--- src/pkg/comp_evt_pkg.sv ---
// Constants shared by the comparator event logic and its synchroniser.
// Assumes a 32-bit APB3 register bus and three comparators on one clock.
package comp_evt_pkg;

    // Number of comparators served by this block
    localparam int NUM_COMP = 3;

    // APB address width and register byte offsets
    localparam int ADDR_W = 8;
    localparam logic [7:0] OFS_RAW_STATUS = 8'h00;
    localparam logic [7:0] OFS_INT_ENABLE = 8'h04;
    localparam logic [7:0] OFS_MASKED_STATUS = 8'h08;
    localparam logic [7:0] OFS_OUTPUT_VALUE = 8'h0C;
    localparam logic [7:0] OFS_CTRL_BASE = 8'h10;
    localparam logic [7:0] OFS_CTRL_STEP = 8'h04;

    // Per-comparator control word layout
    localparam int CTRL_W = 16;
    localparam int CTRL_TRIG_LSB = 0;
    localparam int CTRL_INT_LSB = 4;
    localparam int CTRL_REF_LSB = 8;
    localparam int CTRL_OUT_EN_BIT = 12;
    localparam int CTRL_OUT_INV_BIT = 13;

    // Reset values
    localparam logic [CTRL_W-1:0] CTRL_RESET = 16'h0000;
    localparam logic [NUM_COMP-1:0] RAW_RESET = 3'h0;
    localparam logic [NUM_COMP-1:0] ENABLE_RESET = 3'h0;

    // Condition codes, shared by the trigger and interrupt selectors
    localparam logic [2:0] adc_trigger_off = 3'h0;
    localparam logic [2:0] adc_trigger_level_high = 3'h1;
    localparam logic [2:0] adc_trigger_level_low = 3'h2;
    localparam logic [2:0] adc_trigger_falling = 3'h3;
    localparam logic [2:0] adc_trigger_rising = 3'h4;
    localparam logic [2:0] adc_trigger_any_edge = 3'h5;

    // Reference source codes
    localparam logic [1:0] ref_own_pin = 2'h0;
    localparam logic [1:0] ref_shared_pin_zero = 2'h1;
    localparam logic [1:0] ref_internal_voltage = 2'h2;

endpackage

--- src/design/comp_level_sync.sv ---
// Two-stage synchroniser and edge finder for the comparator outputs.
// Assumes the comparator outputs are asynchronous to CLK_IN.
`timescale 1ns/100ps
`default_nettype none

module comp_level_sync (
    // Clock and reset
    input wire logic CLK_IN,
    input wire logic RESET_IN,
    // Asynchronous comparator outputs
    input wire logic [comp_evt_pkg::NUM_COMP-1:0] RAW_IN,
    // Synchronised level and edges
    output logic [comp_evt_pkg::NUM_COMP-1:0] LEVEL_OUT,
    output logic [comp_evt_pkg::NUM_COMP-1:0] RISE_OUT,
    output logic [comp_evt_pkg::NUM_COMP-1:0] FALL_OUT
);
    import comp_evt_pkg::*;

    typedef struct packed {
        logic [NUM_COMP-1:0] meta;
        logic [NUM_COMP-1:0] stable;
        logic [NUM_COMP-1:0] prev;
    } sync_t;

    sync_t r;
    sync_t next_r;

    ////////////////////////////////////////////////////////////////////////
    // Meta stage feeds only the stable stage
    always_comb begin
        next_r = r;
        next_r.meta = RAW_IN;
        next_r.stable = r.meta;
        next_r.prev = r.stable;
    end

    always_ff @(posedge CLK_IN) begin
        if (RESET_IN) begin
            r <= '0;
        end else begin
            r <= next_r;
        end
    end

    ////////////////////////////////////////////////////////////////////////
    // Edges compare the two settled stages only
    assign LEVEL_OUT = r.stable;
    assign RISE_OUT = r.stable & ~r.prev;
    assign FALL_OUT = ~r.stable & r.prev;

endmodule // comp_level_sync

`default_nettype wire

--- src/design/comp_event_logic.sv ---
// Control, interrupt and converter-trigger logic around the comparators.
// Assumes an APB3 master on CLK_IN, asynchronous comparator outputs,
// and an interrupt controller that samples IRQ_OUT as a level.
//
// Decided for this implementation: register access over APB and the register offsets.
`timescale 1ns/100ps
`default_nettype none

// Overview of operation
// - Interrupt and converter trigger detection are separate, each with its own selector.
// - Trigger selector: off, high, low, falling, rising or any edge.
// - Interrupt selector: off, high, low, falling, rising or any edge.
// - Reference is own pin, shared pin of comparator zero, or internal voltage.
// - Result may drive a pin, straight or inverted, by configuration.
// - Writing one to a raw status bit clears that interrupt request.
// - A level condition still holding keeps its interrupt pending despite clears.
// - Per-comparator enable gates the pending interrupt onto the processor line.
// - Software reads raw status and enable-gated masked status.
// - A status bit per comparator reads its present output level.
module comp_event_logic (
    // Clock and reset
    input wire logic CLK_IN,
    input wire logic RESET_IN,
    // APB slave
    input wire logic [comp_evt_pkg::ADDR_W-1:0] PADDR_IN,
    input wire logic PSEL_IN,
    input wire logic PENABLE_IN,
    input wire logic PWRITE_IN,
    input wire logic [31:0] PWDATA_IN,
    output logic [31:0] PRDATA_OUT,
    output logic PREADY_OUT,
    output logic PSLVERR_OUT,
    // Analog side
    input wire logic [comp_evt_pkg::NUM_COMP-1:0] COMP_RAW_IN,
    output logic [2*comp_evt_pkg::NUM_COMP-1:0] REF_SEL_OUT,
    // Result pins
    output logic [comp_evt_pkg::NUM_COMP-1:0] PIN_OUT,
    output logic [comp_evt_pkg::NUM_COMP-1:0] PIN_OE_OUT,
    // Converter trigger and interrupt
    output logic [comp_evt_pkg::NUM_COMP-1:0] ADC_TRIG_OUT,
    output logic IRQ_OUT
);
    import comp_evt_pkg::*;

    typedef logic [CTRL_W-1:0] ctrl_word_t;

    typedef struct packed {
        ctrl_word_t [NUM_COMP-1:0] ctrl;
        logic [NUM_COMP-1:0] raw;
        logic [NUM_COMP-1:0] enable;
        logic [NUM_COMP-1:0] trig;
        logic [NUM_COMP-1:0] pin;
        logic [2*NUM_COMP-1:0] ref_sel;
        logic [31:0] rdata;
        logic slverr;
    } state_t;

    state_t r;
    state_t next_r;

    logic [NUM_COMP-1:0] level;
    logic [NUM_COMP-1:0] rise;
    logic [NUM_COMP-1:0] fall;
    logic [NUM_COMP-1:0] int_hit;
    logic [NUM_COMP-1:0] trig_hit;
    logic setup_phase;
    logic write_access;

    ////////////////////////////////////////////////////////////////////////
    // Shared condition decoder: one table serves both paths
    function automatic logic cond_hit(
        input logic [2:0] sel,
        input logic lvl,
        input logic up,
        input logic down
    );
        logic hit;
        hit = 1'b0;
        case (sel)
            adc_trigger_level_high: hit = lvl;
            adc_trigger_level_low: hit = ~lvl;
            adc_trigger_falling: hit = down;
            adc_trigger_rising: hit = up;
            adc_trigger_any_edge: hit = up | down;
            default: hit = 1'b0;
        endcase
        return hit;
    endfunction

    // Byte address of the control word of comparator idx
    function automatic logic [7:0] ctrl_addr(input int idx);
        logic [7:0] step;
        step = OFS_CTRL_STEP * 8'(idx);
        return OFS_CTRL_BASE + step;
    endfunction

    // Reserved reference code falls back to the comparator's own pin
    function automatic logic [1:0] ref_decode(input logic [1:0] code);
        logic [1:0] sel;
        sel = ref_own_pin;
        case (code)
            ref_shared_pin_zero: sel = ref_shared_pin_zero;
            ref_internal_voltage: sel = ref_internal_voltage;
            default: sel = ref_own_pin;
        endcase
        return sel;
    endfunction

    ////////////////////////////////////////////////////////////////////////
    // Synchronise comparator outputs before any detection
    comp_level_sync sync_u (
        .CLK_IN(CLK_IN),
        .RESET_IN(RESET_IN),
        .RAW_IN(COMP_RAW_IN),
        .LEVEL_OUT(level),
        .RISE_OUT(rise),
        .FALL_OUT(fall)
    );

    ////////////////////////////////////////////////////////////////////////
    // Two independent detectors per comparator
    always_comb begin
        int_hit = '0;
        trig_hit = '0;
        for (int i = 0; i < NUM_COMP; i++) begin
            // Interrupt selector field
            int_hit[i] = cond_hit(r.ctrl[i][CTRL_INT_LSB +: 3],
                level[i], rise[i], fall[i]);
            // Trigger selector field, a separate decode
            trig_hit[i] = cond_hit(r.ctrl[i][CTRL_TRIG_LSB +: 3],
                level[i], rise[i], fall[i]);
        end
    end

    // Bus phase decode
    assign setup_phase = PSEL_IN & ~PENABLE_IN;
    assign write_access = PSEL_IN & PENABLE_IN & PWRITE_IN;

    ////////////////////////////////////////////////////////////////////////
    // Next-state logic: registers, status and outputs
    always_comb begin
        next_r = r;

        // Read data and error are captured in the setup cycle so the
        // access cycle can answer at once from flip-flops.
        if (setup_phase) begin
            next_r.rdata = 32'h0000_0000;
            next_r.slverr = 1'b0;
            case (PADDR_IN)
                OFS_RAW_STATUS: begin
                    next_r.rdata[NUM_COMP-1:0] = r.raw;
                end
                OFS_INT_ENABLE: begin
                    next_r.rdata[NUM_COMP-1:0] = r.enable;
                end
                OFS_MASKED_STATUS: begin
                    next_r.rdata[NUM_COMP-1:0] = r.raw & r.enable;
                end
                OFS_OUTPUT_VALUE: begin
                    next_r.rdata[NUM_COMP-1:0] = level;
                end
                default: begin
                    next_r.slverr = 1'b1;
                    for (int i = 0; i < NUM_COMP; i++) begin
                        if (PADDR_IN == ctrl_addr(i)) begin
                            next_r.rdata[CTRL_W-1:0] = r.ctrl[i];
                            next_r.slverr = 1'b0;
                        end
                    end
                end
            endcase
        end

        // Register writes land on the access edge only
        if (write_access) begin
            if (PADDR_IN == OFS_INT_ENABLE) begin
                next_r.enable = PWDATA_IN[NUM_COMP-1:0];
            end
            for (int i = 0; i < NUM_COMP; i++) begin
                if (PADDR_IN == ctrl_addr(i)) begin
                    next_r.ctrl[i] = PWDATA_IN[CTRL_W-1:0];
                end
            end
        end

        // Sticky status: a fresh hit wins over a write-one clear, and a
        // level condition re-sets the bit every cycle it holds.
        for (int i = 0; i < NUM_COMP; i++) begin
            if (write_access && PADDR_IN == OFS_RAW_STATUS && PWDATA_IN[i]) begin
                next_r.raw[i] = 1'b0;
            end
            if (int_hit[i]) begin
                next_r.raw[i] = 1'b1;
            end
        end

        // Trigger follows the selected condition with one cycle of delay;
        // edge choices give a one-cycle pulse, level choices a level.
        next_r.trig = trig_hit;

        // Result pin and reference select, each from its control word
        for (int i = 0; i < NUM_COMP; i++) begin
            next_r.pin[i] = level[i] ^ r.ctrl[i][CTRL_OUT_INV_BIT];
            next_r.ref_sel[2*i +: 2] = ref_decode(r.ctrl[i][CTRL_REF_LSB +: 2]);
        end
    end

    ////////////////////////////////////////////////////////////////////////
    // State register
    always_ff @(posedge CLK_IN) begin
        if (RESET_IN) begin
            r.ctrl <= {NUM_COMP{CTRL_RESET}};
            r.raw <= RAW_RESET;
            r.enable <= ENABLE_RESET;
            r.trig <= '0;
            r.pin <= '0;
            r.ref_sel <= '0;
            r.rdata <= 32'h0000_0000;
            r.slverr <= 1'b0;
        end else begin
            r <= next_r;
        end
    end

    ////////////////////////////////////////////////////////////////////////
    // Outputs
    // Zero wait states: every access completes in its first access cycle
    assign PREADY_OUT = 1'b1;
    assign PRDATA_OUT = r.rdata;
    assign PSLVERR_OUT = r.slverr & PSEL_IN & PENABLE_IN;
    assign REF_SEL_OUT = r.ref_sel;
    assign ADC_TRIG_OUT = r.trig;
    assign PIN_OUT = r.pin;

    // Pin is driven only while its output is switched on
    always_comb begin
        for (int i = 0; i < NUM_COMP; i++) begin
            PIN_OE_OUT[i] = r.ctrl[i][CTRL_OUT_EN_BIT];
        end
    end

    // Level line, held while any enabled status bit stands; software
    // clears early because its write can land cycles late
    assign IRQ_OUT = |(r.raw & r.enable);

endmodule // comp_event_logic

`default_nettype wire

--- config.mk ---
export PLATFORM = sky130hd
export DESIGN_NAME = comp_event_logic
export DESIGN_NICKNAME = d
export VERILOG_FILES = /design/src/pkg/comp_evt_pkg.sv /design/src/design/comp_level_sync.sv /design/src/design/comp_event_logic.sv
export SDC_FILE = /design/constraint.sdc
export NUM_CORES = 1
export LEC_CHECK = 0
export BUFFER_PORTS_ARGS = -buffer_cell sky130_fd_sc_hd__buf_2
export CAP_MARGIN = 10
export CORE_UTILIZATION = 41
export DETAILED_ROUTE_END_ITERATION = 12
export GPL_TIMING_DRIVEN = 0
export SLEW_MARGIN = 20
export SYNTH_ARGS = -nofsm -noshare
export SYNTH_HDL_FRONTEND = slang
export SYNTH_SLANG_ARGS = --single-unit
--- constraint.sdc ---
create_clock -name CLK_IN -period 3.21 [get_ports CLK_IN]
set_clock_uncertainty 0.1 [all_clocks]
set_input_delay 0.642 -clock CLK_IN [delete_from_list [all_inputs] [get_ports CLK_IN]]
set_output_delay 0.642 -clock CLK_IN [all_outputs]
set_load 0.05 [all_outputs]
==> results.txt <==
The total of flip-flops plus latches after synthesis was 92; the worst hold slack was 347 ps. The run gives 3,852 as the via count of the routed design. The sort of element at the end of the critical path is a flop.

Worst setup path category: in2reg. After detailed routing, the total wire length is 11,700 um. The depth of the most critical reg-to-reg path was 6; the mean post-synth cell area was 8.92 um^2.

The largest stage delay on the critical path is 560 ps. After clock tree synthesis, the flow added hold-fix buffers numbering 0. The highest-delay cell along the critical path is sky130_fd_sc_hd__nand4_1.

In this run the worst path has a maximum fanout of 10. For this configuration, the core starts out at a cell density of 42.7%. The setup violation total in the final timing report was 0; the sequential area share after synthesis was 41.2%. The instance count along the most critical hold path came out at 1. Relative max-transition margin: 43.5%.

Compared with the post-synthesis result, the final layout area differs by 16.9%. In this run, CTS created clock tree buffers numbering 9. The analysis attributes to cell leakage a power of 0.00220 uW.

The clock-pin transition on the worst setup and hold timing paths came out at 90 ps. The tools report the clock root buffer as sky130_fd_sc_hd__clkbuf_8. Based on the critical path, the design can be clocked at up to 0.407 GHz. The data arrival at the endpoint of the critical path was 2590 ps. Across every metal layer, demand over resource in global routing totals 21.3%. Across the run, the number of max-cap violations was 0. For the top-level I/O count, the log shows 98. TritonCTS built the clock tree.

The number of enable flip-flop cells after synthesis came out at 0. Summed over all nets, the half-perimeter wirelength after detailed placement is 8430 um. The repair_antennas step left the layout with diodes totalling 0. The first-pass iteration count of the detailed router is 6. The tools report the first-pass GRT wire length as 18,600 um. The tools report the total of cells resized after clock tree synthesis as 0.

Setup repair after global routing left no endpoint under its margin. The accumulated negative setup slack is 0 ps. STA classifies the critical path startpoint as a primary input. Once detail routing completed, the nets flagged for antenna violations numbered 0. The run finished with clean final reports. The height of the die was 106 um; the post-layout net count was 642. The number of different library cells used by synthesis comes to 51. The run gives 92 as the TritonCTS sink count. The synthesized instance count was 501; the detailed-route DRC error count was 0. The floorplan step defined a die boundary enclosing 0.0113 mm^2. In the final layout, the share of cells above drive strength 1 is 26.5%. The final hold violation count was 0; the maximum clock insertion buffer count was 2. The tightest min-delay check is of the reg2reg type. The residual overflow from global routing is 0.

At the end of routability-driven placement, the weighted congestion stood at 0.836. Entering global routing, the biggest net connects 17 pins. The worst register-to-register path has a setup slack of 1390 ps.

For the finished layout, the period the worst path requires is 2460 ps. Among all flip-flop cells after synthesis, the most frequent one is sky130_fd_sc_hd__dfxtp_1. At the pin with the least slew margin, the transition time is 842 ps.

The number of vias per cell after detailed routing came out at 5.28. Number of max-slew violations in the final report: 0. Port buffering added 61 buffers. The first routing iteration left 201 violations. The clock tree synthesis step divided the H-tree into 3 levels.

The width of the die is 106 um, and the via count of the first global-routing pass is 3,622. The number of placement rows was 37. The floorplan step defined a core boundary enclosing 0.0105 mm^2. The filler cells instantiated in the layout total 1,071. In this run the post-CTS setup repair buffer count came out at 0. The synthesized netlist occupies a cell area of 0.00447 mm^2. The logs give 3340 ps for the critical path data required time and 0 for the number of warnings printed during yosys synthesis. The signal on the critical path passes through buf_4, nor2b_1, clkbuf_1, nand4_1, buf_2, mux2i_1, nor2_1. The clock latency reported for the late side of the worst-skew pair is 360 ps, and the post-layout total power is 2240 uW. The final critical path takes up 76.6% of the cycle.

The worst vdd rail ir drop is 0.000225 V. The number of antenna violations at the first check in global routing was 0. The power density over the cells was 429 mW/mm^2.

Counting flops with an async set or reset pin after synthesis yields a share of 0%. The per-cell routed wire length is 16.0 um.
## critical path, delay by kind of cell
kind | cells | cell delay, ps
buffers and inverters | 3 | 980
muxes | 1 | 210
and+or+nand+nor | 3 | 740
## metal layers
layer	track usage [%]	routed length, um	part of all wire [%]	vias up
li1	-	-	-	1860
met4	6.46	161	1.4	0
met3	3.62	571	4.9	15
met1	28.3	5460	47	1853
met2	35.4	5470	47	124
met5	0	0	0	-
## cell type report
type	count	area (um^2)	share of cell area (%)
inverter	17	63.8	1.22
clock buffer	9	124	2.37
clock inverter	7	98.8	1.89
sequential	92	1840	35.2
timing repair buffer	61	305	5.84
buffer	80	522	9.99
tap	136	170	3.26
multi-input combinational	327	2100	40.2
## registers in the layout, summed over array words and instances (netlist names)
name	count
r	52
PRDATA_OUT	16
REF_SEL_OUT	6
ADC_TRIG_OUT	3
PIN_OE_OUT	3
PIN_OUT	3
sync_u.LEVEL_OUT	3
sync_u.next_r	3
sync_u.r	3
## cell usage in the layout (no fill, tap or decap), types with 3 or more instances in the layout
cell                         n
sky130_fd_sc_hd__a21oi_1    26
sky130_fd_sc_hd__buf_2      64
sky130_fd_sc_hd__or4_1       4
sky130_fd_sc_hd__xnor2_1     3
sky130_fd_sc_hd__nor2_1     43
sky130_fd_sc_hd__nor4_1      3
sky130_fd_sc_hd__o31ai_1     3
sky130_fd_sc_hd__o21ai_0    22
sky130_fd_sc_hd__a31oi_1     7
sky130_fd_sc_hd__nor3_1      3
sky130_fd_sc_hd__conb_1     17
sky130_fd_sc_hd__clkbuf_1   24
sky130_fd_sc_hd__dfxtp_1    92
sky130_fd_sc_hd__inv_1      17
sky130_fd_sc_hd__buf_4      49
sky130_fd_sc_hd__o22ai_1     3
sky130_fd_sc_hd__a21oi_2    10
sky130_fd_sc_hd__nand3_1    16
sky130_fd_sc_hd__nor3b_1     6
sky130_fd_sc_hd__nand2_2    10
sky130_fd_sc_hd__mux2i_1    36
sky130_fd_sc_hd__o2bb2ai_1  15
sky130_fd_sc_hd__nand2_1    33
sky130_fd_sc_hd__nand3b_1    5
sky130_fd_sc_hd__ha_1        6
sky130_fd_sc_hd__clkbuf_8   10
sky130_fd_sc_hd__o21bai_1    3
sky130_fd_sc_hd__a221oi_1    3
sky130_fd_sc_hd__a211oi_1    3
sky130_fd_sc_hd__a22oi_1    13
sky130_fd_sc_hd__nor2b_1    11
sky130_fd_sc_hd__nor4b_1     3
## power breakdown
| part | leakage, uW | internal [uW] | switching (uW) |
|---|---|---|---|
| Sequential | 0.000743 | 1150 | 5.75 |
| Combinational | 0.00135 | 61.5 | 148 |
| Clock | 0.000110 | 444 | 436 |
## final timing paths
| kind | start | end |
|---|---|---|
| worst max register to register | sync_u.LEVEL_OUT[0]$_SDFF_PP0_ | ADC_TRIG_OUT[0]$_SDFF_PP0_ |
| worst min-delay path | sync_u.next_r[5]$_SDFF_PP0_ | sync_u.LEVEL_OUT[2]$_SDFF_PP0_ |
| worst max-delay path | PADDR_IN[2] | r[80]$_SDFFE_PP0P_ |
| worst min register to register | sync_u.next_r[5]$_SDFF_PP0_ | sync_u.LEVEL_OUT[2]$_SDFF_PP0_ |
## through the flow
| step | worst slack [ps] | instance area, um^2 | instances | util [%] |
|---|---|---|---|---|
| 2_1_floorplan | 888 | 4530 | 516 | - |
| 3_3_place_gp | 460 | 5000 | 713 | 47.8 |
| 3_5_place_dp | 439 | 5000 | 713 | 47.8 |
| 4_1_cts | 816 | 5230 | 729 | 49.9 |
| 5_1_grt | 643 | 5230 | 729 | 49.9 |
| 6_report | 752 | 5230 | 729 | 49.9 |
## cells by family after synthesis
| family | count (synthesis) | share of synthesized area [%] |
|---|---|---|
| flip-flops | 92 | 41.2 |
| buffers and inverters | 97 | 13.1 |
| adder cells (fa/ha/maj) | 6 | 1.68 |
| multiplexers | 36 | 8.06 |
| XOR/XNOR | 4 | 0.784 |
| AND/OR/NAND/NOR | 150 | 17.9 |
| AO/OA/AOI/OAI | 114 | 17.1 |
| other | 2 | 0.168 |
## cell usage after synthesis, types with 2 or more instances
library cell,instances,area (um^2)
sky130_fd_sc_hd__a221oi_1,3,26.3
sky130_fd_sc_hd__nor3b_1,6,45.0
sky130_fd_sc_hd__nand4_1,2,12.5
sky130_fd_sc_hd__and3_1,2,12.5
sky130_fd_sc_hd__nand2_2,10,62.6
sky130_fd_sc_hd__and2_1,2,12.5
sky130_fd_sc_hd__conb_1,2,7.51
sky130_fd_sc_hd__nand3b_1,5,37.5
sky130_fd_sc_hd__a31oi_1,7,43.8
sky130_fd_sc_hd__a211oi_1,3,22.5
sky130_fd_sc_hd__inv_1,17,63.8
sky130_fd_sc_hd__nand2_1,33,124
sky130_fd_sc_hd__o31ai_1,3,22.5
sky130_fd_sc_hd__a22oi_1,13,97.6
sky130_fd_sc_hd__buf_2,3,15.0
sky130_fd_sc_hd__a21oi_2,10,87.6
sky130_fd_sc_hd__buf_4,49,368
sky130_fd_sc_hd__dfxtp_1,92,1840
sky130_fd_sc_hd__nor2_1,43,161
sky130_fd_sc_hd__o21ai_0,22,110
sky130_fd_sc_hd__nor4b_1,3,26.3
sky130_fd_sc_hd__a21oi_1,26,130
sky130_fd_sc_hd__or4_1,4,30.0
sky130_fd_sc_hd__nor3_1,3,15.0
sky130_fd_sc_hd__ha_1,6,75.1
sky130_fd_sc_hd__nand3_1,16,80.1
sky130_fd_sc_hd__o21bai_1,3,22.5
sky130_fd_sc_hd__xnor2_1,3,26.3
sky130_fd_sc_hd__clkbuf_1,24,90.1
sky130_fd_sc_hd__a311o_1,2,20.0
sky130_fd_sc_hd__o22ai_1,3,18.8
sky130_fd_sc_hd__o2bb2ai_1,15,131
sky130_fd_sc_hd__mux2i_1,36,360
sky130_fd_sc_hd__nor2b_1,11,68.8
sky130_fd_sc_hd__nor4_1,3,18.8
Power figures use the tool's default switching activity.
